$ cat src/common/vtg_pkg.sv
// Notes on behaviour
// - Control register resets to zero
// - Bits 4:3 pick crystal, PLL, pixel, inverted
// - Bit 2 pulse advances SRAM read address
// - Bit 1 returns SRAM pointer to start
// - Bit 0 low access SRAM, high run
// - Lost pixel clock falls back per PLL
// - Sleeping PLL means fallback to crystal zero
// - Digital mode: presence flag shows clock detector
// - Nonzero line total overrides 525 or 625
// - Offset 0xb0 holds low eight bits
// - Offset 0xb4 holds top two bits
// - Bits 7:4 choose odd field format
// - Bits 3:0 even format, adds raw
// - Load byte write stores only while bit 0 is low, always advances location
// - PLL integer zero sleeps the PLL
`default_nettype none
package vtg_pkg;
    localparam logic [7:0] OFS_LOAD_BYTE = 8'h80;
    localparam logic [7:0] OFS_CONTROL = 8'h84;
    localparam logic [7:0] OFS_LINE_LOW = 8'hb0;
    localparam logic [7:0] OFS_LINE_HIGH = 8'hb4;
    localparam logic [7:0] OFS_FIELD_COLOR_FORMAT = 8'hd4;
    localparam logic [7:0] RESET_VALUE = 8'h00;
    localparam int BIT_RUN_MODE = 0;
    localparam int BIT_PTR_RESET = 1;
    localparam int BIT_READ_ADV = 2;
    localparam int CLKSEL_LSB = 3;
    localparam int ODD_LSB = 4;
    localparam logic [9:0] LINES_NTSC = 10'h20d;
    localparam logic [9:0] LINES_PAL = 10'h271;
    localparam logic [3:0] FMT_RAW = 4'he;
    localparam logic [3:0] FMT_LAST = 4'h9;
    typedef enum logic [3:0] {
        CK_XTAL = 4'h1,
        CK_PLL = 4'h2,
        CK_PIX = 4'h4,
        CK_PIX_INV = 4'h8
    } vtg_clk_type;
endpackage
`default_nettype wire

$ cat src/logic/vtg_sram.sv
`timescale 1ns/1ps
`default_nettype none
module vtg_sram #(
    parameter int AW = 8
) (
    input wire logic i_mclk,
    input wire logic i_ce,
    input wire logic i_we,
    input wire logic [AW-1:0] i_waddr,
    input wire logic [7:0] i_wdata,
    input wire logic [AW-1:0] i_raddr,
    output logic [7:0] o_rdata
);
    logic [7:0] mem [0:(1<<AW)-1];
    always_ff @(posedge i_mclk) begin
        if (i_ce && i_we) begin
            mem[i_waddr] <= i_wdata;
        end
        if (i_ce) begin
            o_rdata <= mem[i_raddr];
        end
    end
endmodule
`default_nettype wire

$ cat src/logic/vtg_regs.sv
`timescale 1ns/1ps
`default_nettype none
module vtg_regs #(
    parameter int AW = 8
) (
    // Clock and reset
    input wire logic i_mclk,
    input wire logic i_arst_n,
    input wire logic i_ce,
    // Register port
    input wire logic i_wr,
    input wire logic i_rd,
    input wire logic [7:0] i_addr,
    input wire logic [7:0] i_wdata,
    output logic [7:0] o_rdata,
    // Decoder status
    input wire logic i_pixclk_alive,
    input wire logic i_analog_present,
    input wire logic [5:0] i_pll_integer,
    input wire logic i_pal_mode,
    input wire logic i_field_odd,
    input wire logic i_field_start,
    // Decoder controls
    output logic [3:0] o_clk_select,
    output logic o_pix_invert,
    output logic o_gen_run,
    output logic [9:0] o_lines_per_frame,
    output logic [3:0] o_active_format,
    output logic o_video_present,
    output logic [AW-1:0] o_sram_addr,
    output logic [7:0] o_sram_byte
);
    logic [7:0] ctrl_q, ctrl_d, lo_q, lo_d, hi_q, hi_d, fmt_q, fmt_d, rd_q, rd_d;
    logic [AW-1:0] ptr_q, ptr_d;
    logic [3:0] sel_q, sel_d, act_q, act_d;
    logic inv_q, inv_d, run_q, run_d, pres_q, pres_d;
    logic [9:0] lpf_q, lpf_d;
    logic [7:0] sram_q;
    logic sram_we;
    vtg_pkg::vtg_clk_type csel;
    logic [9:0] total;
    vtg_sram #(.AW(AW)) u_sram (
        .i_mclk(i_mclk),
        .i_ce(i_ce),
        .i_we(sram_we),
        .i_waddr(ptr_q),
        .i_wdata(i_wdata),
        .i_raddr(ptr_d),
        .o_rdata(sram_q)
    );
    always_comb begin
        ctrl_d = ctrl_q;
        lo_d = lo_q;
        hi_d = hi_q;
        fmt_d = fmt_q;
        ptr_d = ptr_q;
        sram_we = 1'b0;
        rd_d = rd_q;
        if (i_wr) begin
            case (i_addr)
                // Strobe bits self-clear so each write is one pulse
                vtg_pkg::OFS_CONTROL: ctrl_d = {1'b0, i_wdata[6:3], 3'h0} |
                    {7'h00, i_wdata[vtg_pkg::BIT_RUN_MODE]};
                vtg_pkg::OFS_LINE_LOW: lo_d = i_wdata;
                vtg_pkg::OFS_LINE_HIGH: hi_d = {6'h00, i_wdata[1:0]};
                vtg_pkg::OFS_FIELD_COLOR_FORMAT: fmt_d = i_wdata;
                vtg_pkg::OFS_LOAD_BYTE: begin
                    sram_we = ~ctrl_q[vtg_pkg::BIT_RUN_MODE];
                    ptr_d = ptr_q + 1'b1;
                end
                default: ;
            endcase
            if (i_addr == vtg_pkg::OFS_CONTROL) begin
                if (i_wdata[vtg_pkg::BIT_PTR_RESET]) begin
                    ptr_d = '0;
                end else if (i_wdata[vtg_pkg::BIT_READ_ADV]) begin
                    ptr_d = ptr_q + 1'b1;
                end
            end
        end
        if (i_rd) begin
            case (i_addr)
                vtg_pkg::OFS_CONTROL: rd_d = ctrl_q;
                vtg_pkg::OFS_LINE_LOW: rd_d = lo_q;
                vtg_pkg::OFS_LINE_HIGH: rd_d = hi_q;
                vtg_pkg::OFS_FIELD_COLOR_FORMAT: rd_d = fmt_q;
                vtg_pkg::OFS_LOAD_BYTE: rd_d = sram_q;
                default: rd_d = 8'h00;
            endcase
        end
    end
    always_comb begin
        case (ctrl_q[vtg_pkg::CLKSEL_LSB +: 2])
            2'b00: csel = vtg_pkg::CK_XTAL;
            2'b01: csel = vtg_pkg::CK_PLL;
            2'b10: csel = vtg_pkg::CK_PIX;
            2'b11: csel = vtg_pkg::CK_PIX_INV;
            default: csel = vtg_pkg::CK_XTAL;
        endcase
        sel_d = csel;
        inv_d = 1'b0;
        pres_d = i_analog_present;
        case (csel)
            vtg_pkg::CK_PIX, vtg_pkg::CK_PIX_INV: begin
                inv_d = (csel == vtg_pkg::CK_PIX_INV);
                pres_d = i_pixclk_alive;
                if (!i_pixclk_alive) begin
                    // Dead pixel clock: PLL if awake, else crystal zero
                    sel_d = (i_pll_integer != 6'h00) ? vtg_pkg::CK_PLL
                        : vtg_pkg::CK_XTAL;
                    inv_d = 1'b0;
                end
            end
            default: ;
        endcase
        run_d = ctrl_q[vtg_pkg::BIT_RUN_MODE];
        total = {hi_q[1:0], lo_q};
        lpf_d = (total != 10'h000) ? total
            : (i_pal_mode ? vtg_pkg::LINES_PAL : vtg_pkg::LINES_NTSC);
        act_d = act_q;
        // Format only changes at field starts so a field is never mixed
        if (i_field_start) begin
            act_d = i_field_odd ? fmt_q[vtg_pkg::ODD_LSB +: 4] : fmt_q[3:0];
        end
    end
    always_ff @(posedge i_mclk or negedge i_arst_n) begin
        if (!i_arst_n) begin
            ctrl_q <= vtg_pkg::RESET_VALUE;
            lo_q <= vtg_pkg::RESET_VALUE;
            hi_q <= vtg_pkg::RESET_VALUE;
            fmt_q <= vtg_pkg::RESET_VALUE;
            rd_q <= vtg_pkg::RESET_VALUE;
            ptr_q <= '0;
            sel_q <= vtg_pkg::CK_XTAL;
            inv_q <= 1'b0;
            run_q <= 1'b0;
            pres_q <= 1'b0;
            lpf_q <= vtg_pkg::LINES_NTSC;
            act_q <= 4'h0;
        end else if (i_ce) begin
            ctrl_q <= ctrl_d;
            lo_q <= lo_d;
            hi_q <= hi_d;
            fmt_q <= fmt_d;
            rd_q <= rd_d;
            ptr_q <= ptr_d;
            sel_q <= sel_d;
            inv_q <= inv_d;
            run_q <= run_d;
            pres_q <= pres_d;
            lpf_q <= lpf_d;
            act_q <= act_d;
        end
    end
    assign o_rdata = rd_q;
    assign o_clk_select = sel_q;
    assign o_pix_invert = inv_q;
    assign o_gen_run = run_q;
    assign o_lines_per_frame = lpf_q;
    assign o_active_format = act_q;
    assign o_video_present = pres_q;
    assign o_sram_addr = ptr_q;
    assign o_sram_byte = sram_q;

    AST_CTRL_RESET: assert property (@(posedge i_mclk) $rose(i_arst_n) |-> ctrl_q == 8'h00)
        else $error("control not zero after reset");
    AST_ADVANCE: assert property (@(posedge i_mclk) disable iff (!i_arst_n)
        i_ce && i_wr && i_addr == 8'h84 && i_wdata[2:1] == 2'b10 |=> ptr_q == $past(ptr_q) + 1'b1)
        else $error("read address did not advance");
    AST_PTR_CLEAR: assert property (@(posedge i_mclk) disable iff (!i_arst_n)
        i_ce && i_wr && i_addr == 8'h84 && i_wdata[1] |=> ptr_q == '0)
        else $error("pointer not cleared");
    AST_RUN: assert property (@(posedge i_mclk) disable iff (!i_arst_n)
        i_ce && i_wr && i_addr == vtg_pkg::OFS_CONTROL ##1 i_ce
        |=> o_gen_run == $past(i_wdata[vtg_pkg::BIT_RUN_MODE], 2))
        else $error("run mode not applied");
    AST_FALLBACK: assert property (@(posedge i_mclk) disable iff (!i_arst_n)
        i_ce && ctrl_q[4] && !i_pixclk_alive && i_pll_integer == 6'h00 |=> o_clk_select == 4'h1)
        else $error("no crystal fallback");
    AST_PLL_FALLBACK: assert property (@(posedge i_mclk) disable iff (!i_arst_n)
        i_ce && ctrl_q[4] && !i_pixclk_alive && i_pll_integer != 6'h00 |=> o_clk_select == 4'h2)
        else $error("no PLL fallback");
    AST_PRESENT: assert property (@(posedge i_mclk) disable iff (!i_arst_n)
        i_ce && ctrl_q[4] |=> o_video_present == $past(i_pixclk_alive))
        else $error("presence not from clock detector");
    AST_LINES: assert property (@(posedge i_mclk) disable iff (!i_arst_n)
        i_ce && {hi_q[1:0], lo_q} == 10'h000 && !i_pal_mode |=> o_lines_per_frame == 10'h20d)
        else $error("default line count wrong");
    AST_HIGH_RSVD: assert property (@(posedge i_mclk) disable iff (!i_arst_n)
        hi_q[7:2] == 6'h00)
        else $error("reserved line bits set");
    AST_FORMAT_HOLD: assert property (@(posedge i_mclk) disable iff (!i_arst_n)
        !i_field_start |=> $stable(o_active_format))
        else $error("format changed mid field");
    AST_PLL_SELECT: assert property (@(posedge i_mclk) disable iff (!i_arst_n)
        i_ce && ctrl_q[vtg_pkg::CLKSEL_LSB +: 2] == 2'b01 |=> o_clk_select == vtg_pkg::CK_PLL)
        else $error("PLL not selected");
    AST_PIX_INVERT: assert property (@(posedge i_mclk) disable iff (!i_arst_n)
        i_ce && ctrl_q[vtg_pkg::CLKSEL_LSB +: 2] == 2'b11 && i_pixclk_alive |=> o_pix_invert)
        else $error("inverted pixel clock not flagged");
    AST_LOAD_ADVANCE: assert property (@(posedge i_mclk) disable iff (!i_arst_n)
        i_ce && i_wr && i_addr == vtg_pkg::OFS_LOAD_BYTE |=> ptr_q == $past(ptr_q) + 1'b1)
        else $error("load byte did not advance");
    AST_PTR_HOLD: assert property (@(posedge i_mclk) disable iff (!i_arst_n)
        i_ce && !i_wr |=> $stable(ptr_q))
        else $error("pointer moved without a write");
    AST_LINES_PAL: assert property (@(posedge i_mclk) disable iff (!i_arst_n)
        i_ce && {hi_q[1:0], lo_q} == 10'h000 && i_pal_mode
        |=> o_lines_per_frame == vtg_pkg::LINES_PAL)
        else $error("PAL default line count wrong");
    AST_LINES_OVERRIDE: assert property (@(posedge i_mclk) disable iff (!i_arst_n)
        i_ce && {hi_q[1:0], lo_q} != 10'h000
        |=> o_lines_per_frame == $past({hi_q[1:0], lo_q}))
        else $error("line total not applied");
    AST_ODD_FORMAT: assert property (@(posedge i_mclk) disable iff (!i_arst_n)
        i_ce && i_field_start && i_field_odd |=> o_active_format == $past(fmt_q[7:4]))
        else $error("odd field format not applied");
    AST_EVEN_FORMAT: assert property (@(posedge i_mclk) disable iff (!i_arst_n)
        i_ce && i_field_start && !i_field_odd |=> o_active_format == $past(fmt_q[3:0]))
        else $error("even field format not applied");
endmodule
`default_nettype wire

$ cat config.mk
export PLATFORM = sky130hd
export DESIGN_NAME = vtg_regs
export DESIGN_NICKNAME = d
export VERILOG_FILES = /design/src/common/vtg_pkg.sv /design/src/logic/vtg_sram.sv /design/src/logic/vtg_regs.sv
export SDC_FILE = /design/constraint.sdc
export NUM_CORES = 2
export LEC_CHECK = 0
export ABC_AREA = 0
export BUFFER_PORTS_ARGS = -buffer_cell sky130_fd_sc_hd__buf_2
export CELL_PAD_IN_SITES_DETAIL_PLACEMENT = 1
export CELL_PAD_IN_SITES_GLOBAL_PLACEMENT = 1
export CORE_UTILIZATION = 48
export DETAILED_ROUTE_END_ITERATION = 12
export PLACE_DENSITY_LB_ADDON = 0.1
export SKIP_CTS_REPAIR_TIMING = 1
export SYNTH_ARGS = -nofsm -noshare
export SYNTH_HDL_FRONTEND = slang
export SYNTH_SLANG_ARGS = --single-unit
$ cat constraint.sdc
create_clock -name i_mclk -period 3.6 [get_ports i_mclk]
set_input_delay 0.18 -clock i_mclk [delete_from_list [all_inputs] [get_ports i_mclk]]
set_output_delay 0.18 -clock i_mclk [all_outputs]
set_load 0.02 [all_outputs]
Word-level counts from Yosys, hierarchy flattened
Memory sizes are Yosys's and may differ from the RTL's. A register that Yosys moved wholly into a read port is not among the register bits.
Index checks and enable logic that the tools add are counted.
{"block": "op_classes", "n_addsub": 1, "bitwise": 2, "mux": 20, "n_reduce_logical": 11, "eq_ne": 10}
{"cell": "== test 8 bit, second input constant", "count": 5}
{"cell": "two-way mux 8 bit", "count": 5}
{"cell": "one-hot mux 8 bit (5 select lines)", "count": 1}
{"cell": "one-hot mux 4 bit (4 select lines)", "count": 1}
{"cell": "two-way mux 4 bit", "count": 3}
{"cell": "AND reduction 3 bit", "count": 4}
{"cell": "two-way mux 10 bit", "count": 1}
{"cell": "nonzero test 10 bit", "count": 1}
{"cell": "adder 8 x 1 -> 8 bit, second input constant", "count": 1}
{"cell": "two-way mux 1 bit", "count": 7}
{"cell": "two-way mux 7 bit", "count": 1}
{"cell": "bitwise OR 7 x 1 -> 7 bit", "count": 1}
{"cell": "nonzero test 6 bit", "count": 1}
{"cell": "== test 2 bit, second input constant", "count": 2}
{"cell": "== test 4 x 3 -> 1 bit, second input constant", "count": 1}
{"cell": "== test 4 bit, second input constant", "count": 1}
{"cell": "AND reduction 2 bit", "count": 2}
{"cell": "== test 2 x 1 -> 1 bit, second input constant", "count": 1}
{"cell": "zero test 2 bit", "count": 1}
{"cell": "two-way mux 2 bit", "count": 1}
{"cell": "OR reduction 2 bit", "count": 1}
{"cell": "logical AND 1 bit", "count": 1}
{"cell": "NOT 1 bit", "count": 1}
{"block": "totals", "register_bits": 63, "elab_cells": 57, "ramBits": 2048, "n_memories": 1, "inputBits": 32, "out_inout_bits": 45}
{"name": "u_sram.mem", "depth": 256, "width": 8, "read_ports": 1, "rd_ports_with_merged_regs": 1, "write_ports": 1, "line_no": "vtg_sram.sv:14", "rtl": "logic [7:0] mem [0:(1<<AW)-1];"}

Depth between registers and ports, before layout
{"block": "logic_depth", "word_depth": 6, "mapped_depth": 15, "mapped_depth_nobuf": 11}

Cells and area by module
A second synthesis with hierarchy kept.
{"block": "hier_totals", "cells_unflattened": 4065, "area_unflattened_um2": 83082.2}
{"mod": "vtg_sram", "area_per_inst_um2": 79945.4, "n_inst": 1, "cells_each": 3762, "seq_area_each_um2": 61739.2}
{"mod": "vtg_regs", "area_per_inst_um2": 3136.8, "n_inst": 1, "cells_each": 303, "seq_area_each_um2": 1507.7}

Worst setup path before layout
Ideal clock, no wire load.
{"block": "synth_timing", "kind": "register to register", "startpoint": "register ptr_q[0] (netlist: o_sram_addr[0])", "endpoint": "register u_sram.o_rdata[6], read port of u_sram.mem, data pin", "setup_time_ns": 0.260, "arrival_time_ns": 3.442, "t_required_ns": 3.340, "path_stages_with_launch": 16, "n_path_buf": 5, "slack_ns": -0.102, "synth_period_minus_slack_ns": 3.702, "cell_sequence": "dfrtp_1 clkbuf_1 inv_1 ha_1 nand4_1 a21boi_1 a211o_1 buf_2 buf_2 clkbuf_1 clkbuf_1 a21oi_1 nor4b_1 nor3_1 o31ai_1 nor3_1"}
{"block": "synth_between", "elab_chain_len": 6}
{"item": "from (decl)", "line_no": "vtg_regs.sv:34", "rtl": "logic [AW-1:0] ptr_q, ptr_d;"}
{"item": "from (signal assigned)", "line_no": "vtg_regs.sv:146", "rtl": "ptr_q <= ptr_d;"}
{"item": "adder 8 x 1 -> 8 bit", "line_no": "vtg_regs.sv:69, vtg_regs.sv:77"}
{"item": "two-way mux 8 bit", "line_no": "vtg_regs.sv:60", "rtl": "case (i_addr)"}
{"item": "two-way mux 8 bit", "line_no": "vtg_regs.sv:76", "rtl": "end else if (i_wdata[vtg_pkg::BIT_READ_ADV]) begin"}
{"item": "two-way mux 8 bit", "line_no": "vtg_regs.sv:74", "rtl": "if (i_wdata[vtg_pkg::BIT_PTR_RESET]) begin"}
{"item": "two-way mux 8 bit", "line_no": "vtg_regs.sv:73", "rtl": "if (i_addr == vtg_pkg::OFS_CONTROL) begin"}
{"item": "two-way mux 8 bit *", "line_no": "vtg_regs.sv:59", "rtl": "if (i_wr) begin"}
{"item": "to (decl)", "line_no": "vtg_sram.sv:12", "rtl": "output logic [7:0] o_rdata"}
Every way passes the cells marked *; elsewhere a longest branch is shown, timed or not.
A chain may end at the register's enable or synchronous reset.

Worst setup path in the final report
{"block": "layout_timing", "startpoint": "register ptr_q[1] (netlist: o_sram_addr[1])", "endpoint": "register u_sram.o_rdata[4], read port of u_sram.mem, data pin"}
Same word-level chain as after synthesis.

==> run summary <==
========================================================================================
Worst r2r path cells ......................................................           13
Total negative setup slack ................................................     -1410 ps
Clock latency of the later-clocked register in the worst-skew pair ........       860 ps
Detailed Route WL .........................................................       282 mm
Initial core utilization ..................................................        48.4%
Growth of design area from synthesis to finish ............................        21.8%
Power per standard cell area ..............................................   491 mW/mm²
Depth of the CTS H-tree ...................................................            4
Number of I/O port buffers ................................................           76
Setup violation total in the final timing report ..........................            8
Final RePlAce weighted congestion .........................................        0.882
Remaining routing DRC violations ..........................................            0
Critical path class ....................................................... register to register
Violations in the final reports ........................................... max-slew violations, negative setup slack
Combined global-route utilization of all metal layers .....................        30.2%
Placed cell area ..........................................................   0.0949 mm²
Most area-hungry cell type in the Yosys netlist ........................... sky130_fd_sc_hd__edfxtp_1
Capture instance of the worst register-to-register path ................... u_sram.o_rdata[4]$_DFFE_PP_
Post-synth net total ......................................................        5,891
Inserted Clock Buffers ....................................................          217
Cell area after synthesis .................................................   0.0853 mm²
Max Clock Freq ............................................................      260 MHz
Clock Skews ...............................................................      31.5 ps
Most frequent cell after synthesis ........................................ sky130_fd_sc_hd__edfxtp_1
Primary flip-flop cell chosen by synthesis mapping ........................ sky130_fd_sc_hd__edfxtp_1
Number of nets with antenna violations after routing ......................            0
Class of the tightest hold or removal check ............................... input pin to asynchronous set/reset pin
Time the final worst path needs with I/O delays and setup .................      3850 ps
Data arrival time of the worst path .......................................      4570 ps
Clk Tree Root Cell ........................................................ sky130_fd_sc_hd__clkbuf_16
Site Rows .................................................................          154
Async SR Flop Fraction ....................................................        2.84%
Endpoint required time on the critical path ...............................      4330 ps
Flop and latch count out of synthesis .....................................        2,116
Top-Level Pins ............................................................           77
Sequential share of the synthesized area ..................................        74.1%
Maximum fanout along the worst path .......................................            7
Outcome ................................................................... finished with violations
Placeable core region .....................................................    0.176 mm²
Maximum capacitance violations ............................................            0
Setup slack after layout ..................................................      -246 ps
Worst reg2reg startpoint .................................................. o_sram_addr[1]$_DFFE_PN0P_
Static power due to leakage ...............................................      39.1 nW
Remaining global-route overflow ...........................................            0
Main area contributors after synthesis .................................... sky130_fd_sc_hd__edfxtp_1, sky130_fd_sc_hd__mux2i_1, sky130_fd_sc_hd__nand2_1
Fraction of layout cells with a size suffix above 1 .......................        22.2%
Kind of capture point of the worst setup path .............................     register
EDFF count, synth .........................................................        2,056
Die Y-Extent ..............................................................       424 µm
Final Hold Vio Count ......................................................            0
Mean area per synthesized cell ............................................     14.6 µm²
Top cells by count, synth ................................................. sky130_fd_sc_hd__edfxtp_1, sky130_fd_sc_hd__nand2_1, sky130_fd_sc_hd__mux2i_1
Area taken by multi-input logic gates .....................................   0.0212 mm²
Initial antenna violation count ...........................................            8
Half-perimeter wire length after detailed placement .......................       175 mm
Number of instances in the synthesized netlist ............................        5,855
Fin. max-slew vios ........................................................           38
Drt pass-1 iters ..........................................................            5
Wire per inst .............................................................      30.4 µm
Internal reg-to-reg setup slack ...........................................      -250 ps
Clock tree from TritonCTS .................................................         done
Vias in the first global route ............................................        57.9k
# fillers .................................................................        16.6k
Number of warnings issued by yosys ........................................            0
Worst vdd ir ..............................................................     0.460 mV
Maximum root-to-sink buffer count .........................................            3
Mean number of vias per cell ..............................................         6.07
Final Net Count ...........................................................        6,783
Full die area .............................................................    0.179 mm²
Register clock-pin slew on the reported worst setup and hold paths ........        60 ps
Drt first-iter violations .................................................        5,192
Worst slew pin tran .......................................................      1540 ps
Setup repair after global routing missed its margin .......................         true
Number of sinks handled by clock tree synthesis ...........................        2,116
Distinct cell type count after synthesis ..................................           62
Tightest hold margin ......................................................      3.30 ps
Portion of the clock cycle consumed by the worst path in the final layout .         107%
Pin count of the biggest net entering global routing ......................          184
Proportion of netlist area held by the largest area contributor ...........        72.3%
Max-Slew Margin vs Limit ..................................................       -2.46%
Startpoint Class ..........................................................     register
Via count .................................................................        56.3k
First-pass GRT wire length ................................................       396 mm
Finished Cell Area ........................................................    0.104 mm²
Horizontal die dimension ..................................................       424 µm
Critical-path cell list ................................................... inv_1 -> ha_1 -> nand4_1 -> a21boi_4 -> a211o_4 -> buf_12 -> clkbuf_16 -> buf_4 -> o22ai_1 -> nor4_1 -> or4_1 -> a22oi_1 -> and4bb_1
Area taken by flip-flops and latches ......................................   0.0633 mm²
Slowest stage cell on the critical path ................................... sky130_fd_sc_hd__or4_1
Start point of the critical path .......................................... o_sram_addr[1]$_DFFE_PN0P_
Worst stage delay on the critical path ....................................       530 ps
========================================================================================
-- critical path: cells and delay by family (launching register included) --
kind / cells / cell delay [ps]
and+or+nand+nor: 4 / 1060
DFF: 1 / 410
buffers and inverters: 4 / 610
adders and majority gates: 1 / 290
AOI/OAI and AO/OA: 4 / 1330
-- cells in the final DEF (no fill, tap or decap), types with 12 or more instances in the layout --
cell type                          n
sky130_fd_sc_hd__dfrtp_1          52
sky130_fd_sc_hd__o21ai_1          19
sky130_fd_sc_hd__buf_4           814
sky130_fd_sc_hd__buf_6            16
sky130_fd_sc_hd__buf_12           96
sky130_fd_sc_hd__nor3_1           34
sky130_fd_sc_hd__buf_16           15
sky130_fd_sc_hd__or4_1            31
sky130_fd_sc_hd__nor4_2           33
sky130_fd_sc_hd__nor2_1          392
sky130_fd_sc_hd__buf_2            67
sky130_fd_sc_hd__o21ai_0          74
sky130_fd_sc_hd__mux2i_1         521
sky130_fd_sc_hd__a31oi_1          16
sky130_fd_sc_hd__bufinv_16        12
sky130_fd_sc_hd__clkinv_1         69
sky130_fd_sc_hd__o22ai_2          15
sky130_fd_sc_hd__a22oi_1          84
sky130_fd_sc_hd__a22o_1          151
sky130_fd_sc_hd__clkbuf_1         39
sky130_fd_sc_hd__nor4_1          120
sky130_fd_sc_hd__o22ai_1         261
sky130_fd_sc_hd__clkinv_2         46
sky130_fd_sc_hd__clkbuf_16       238
sky130_fd_sc_hd__dlygate4sd3_1    25
sky130_fd_sc_hd__o31ai_1          19
sky130_fd_sc_hd__edfxtp_1       2056
sky130_fd_sc_hd__nand3_1          37
sky130_fd_sc_hd__nand2_1         793
sky130_fd_sc_hd__nand2_2          18
sky130_fd_sc_hd__mux2_2           38
sky130_fd_sc_hd__nor2b_1          35
sky130_fd_sc_hd__a21oi_1         418
sky130_fd_sc_hd__nand4_1          19
sky130_fd_sc_hd__a221oi_1         31
-- worst max path at each step --
stage / endpoint / slack (ps) / depth (start not counted)
6_report: u_sram.o_rdata[4]$_DFFE_PP_ / -250 / 13
5_1_grt: u_sram.o_rdata[4]$_DFFE_PP_ / -340 / 16
4_1_cts: u_sram.o_rdata[3]$_DFFE_PP_ / -1060 / 12
2_1_floorplan: u_sram.o_rdata[6]$_DFFE_PP_ / -4 / 14
3_3_place_gp: u_sram.o_rdata[3]$_DFFE_PP_ / -1410 / 15
3_5_place_dp: u_sram.o_rdata[3]$_DFFE_PP_ / -1430 / 15
-- cells by family (layout without fill, tap and decap cells) --
kind of cell / Yosys count / after routing / share of synthesized area, %
other: 0 / 4 / 0
buffers and inverters: 396 / 1471 / 2.17
multiplexers: 564 / 564 / 6.67
adder cells (fa/ha/maj): 4 / 4 / 0.0586
AND/OR/NAND/NOR: 1581 / 1581 / 8.09
flip-flops: 2116 / 2116 / 74.1
AO/OA/AOI/OAI: 1194 / 1194 / 8.89
-- through the flow --
step	worst slack, ps	std cells	power (mW)	utilization [%]
after global placement	-1410	8779	29.7	53.8
after global routing	-343	9271	52.3	59.0
final	-246	9274	51.1	59.0
after CTS	-1060	9181	51.1	57.6
after detailed placement	-1430	8779	29.8	53.8
after floorplan	-3.64	5855	28.6	-
-- power by group --
| group | switching [mW] | internal, mW | total [mW] |
|---|---|---|---|
| clock network | 9.59 | 12.0 | 21.6 |
| logic | 1.57 | 0.838 | 2.41 |
| registers | 0.0348 | 27.0 | 27.1 |
-- registers in the layout, summed over array words and instances (netlist names), 2 cells and up --
signal             cells
o_active_format        4
lo_q                   8
u_sram.o_rdata         8
o_sram_addr            8
o_lines_per_frame     10
hi_q                   2
fmt_q                  8
o_clk_select           4
ctrl_q                 5
o_rdata                8
u_sram.mem          2048
-- final cells by class --
class                           instances  share of cell area [%]
Antenna cell                            4                 0.00963
Clock buffer                          259                    5.44
Clock inverter                        143                    1.03
Inverter                                7                  0.0253
Multi-Input combinational cell       3343                    20.4
Sequential cell                      2116                    60.8
Tap cell                             2340                    2.82
Timing Repair Buffer                 1062                    9.45
-- layer usage --
| metal | track usage, % | up-vias | wire length [µm] |
|---|---|---|---|
| met1 | 39.8 | 29500 | 115000 |
| met3 | 4.21 | 457 | 15800 |
| li1 | - | 24400 | - |
| met2 | 51.0 | 1875 | 141000 |
| met5 | 0 | - | 0 |
| met4 | 11.0 | 0 | 10000 |
Power figures use the tool's default switching activity.
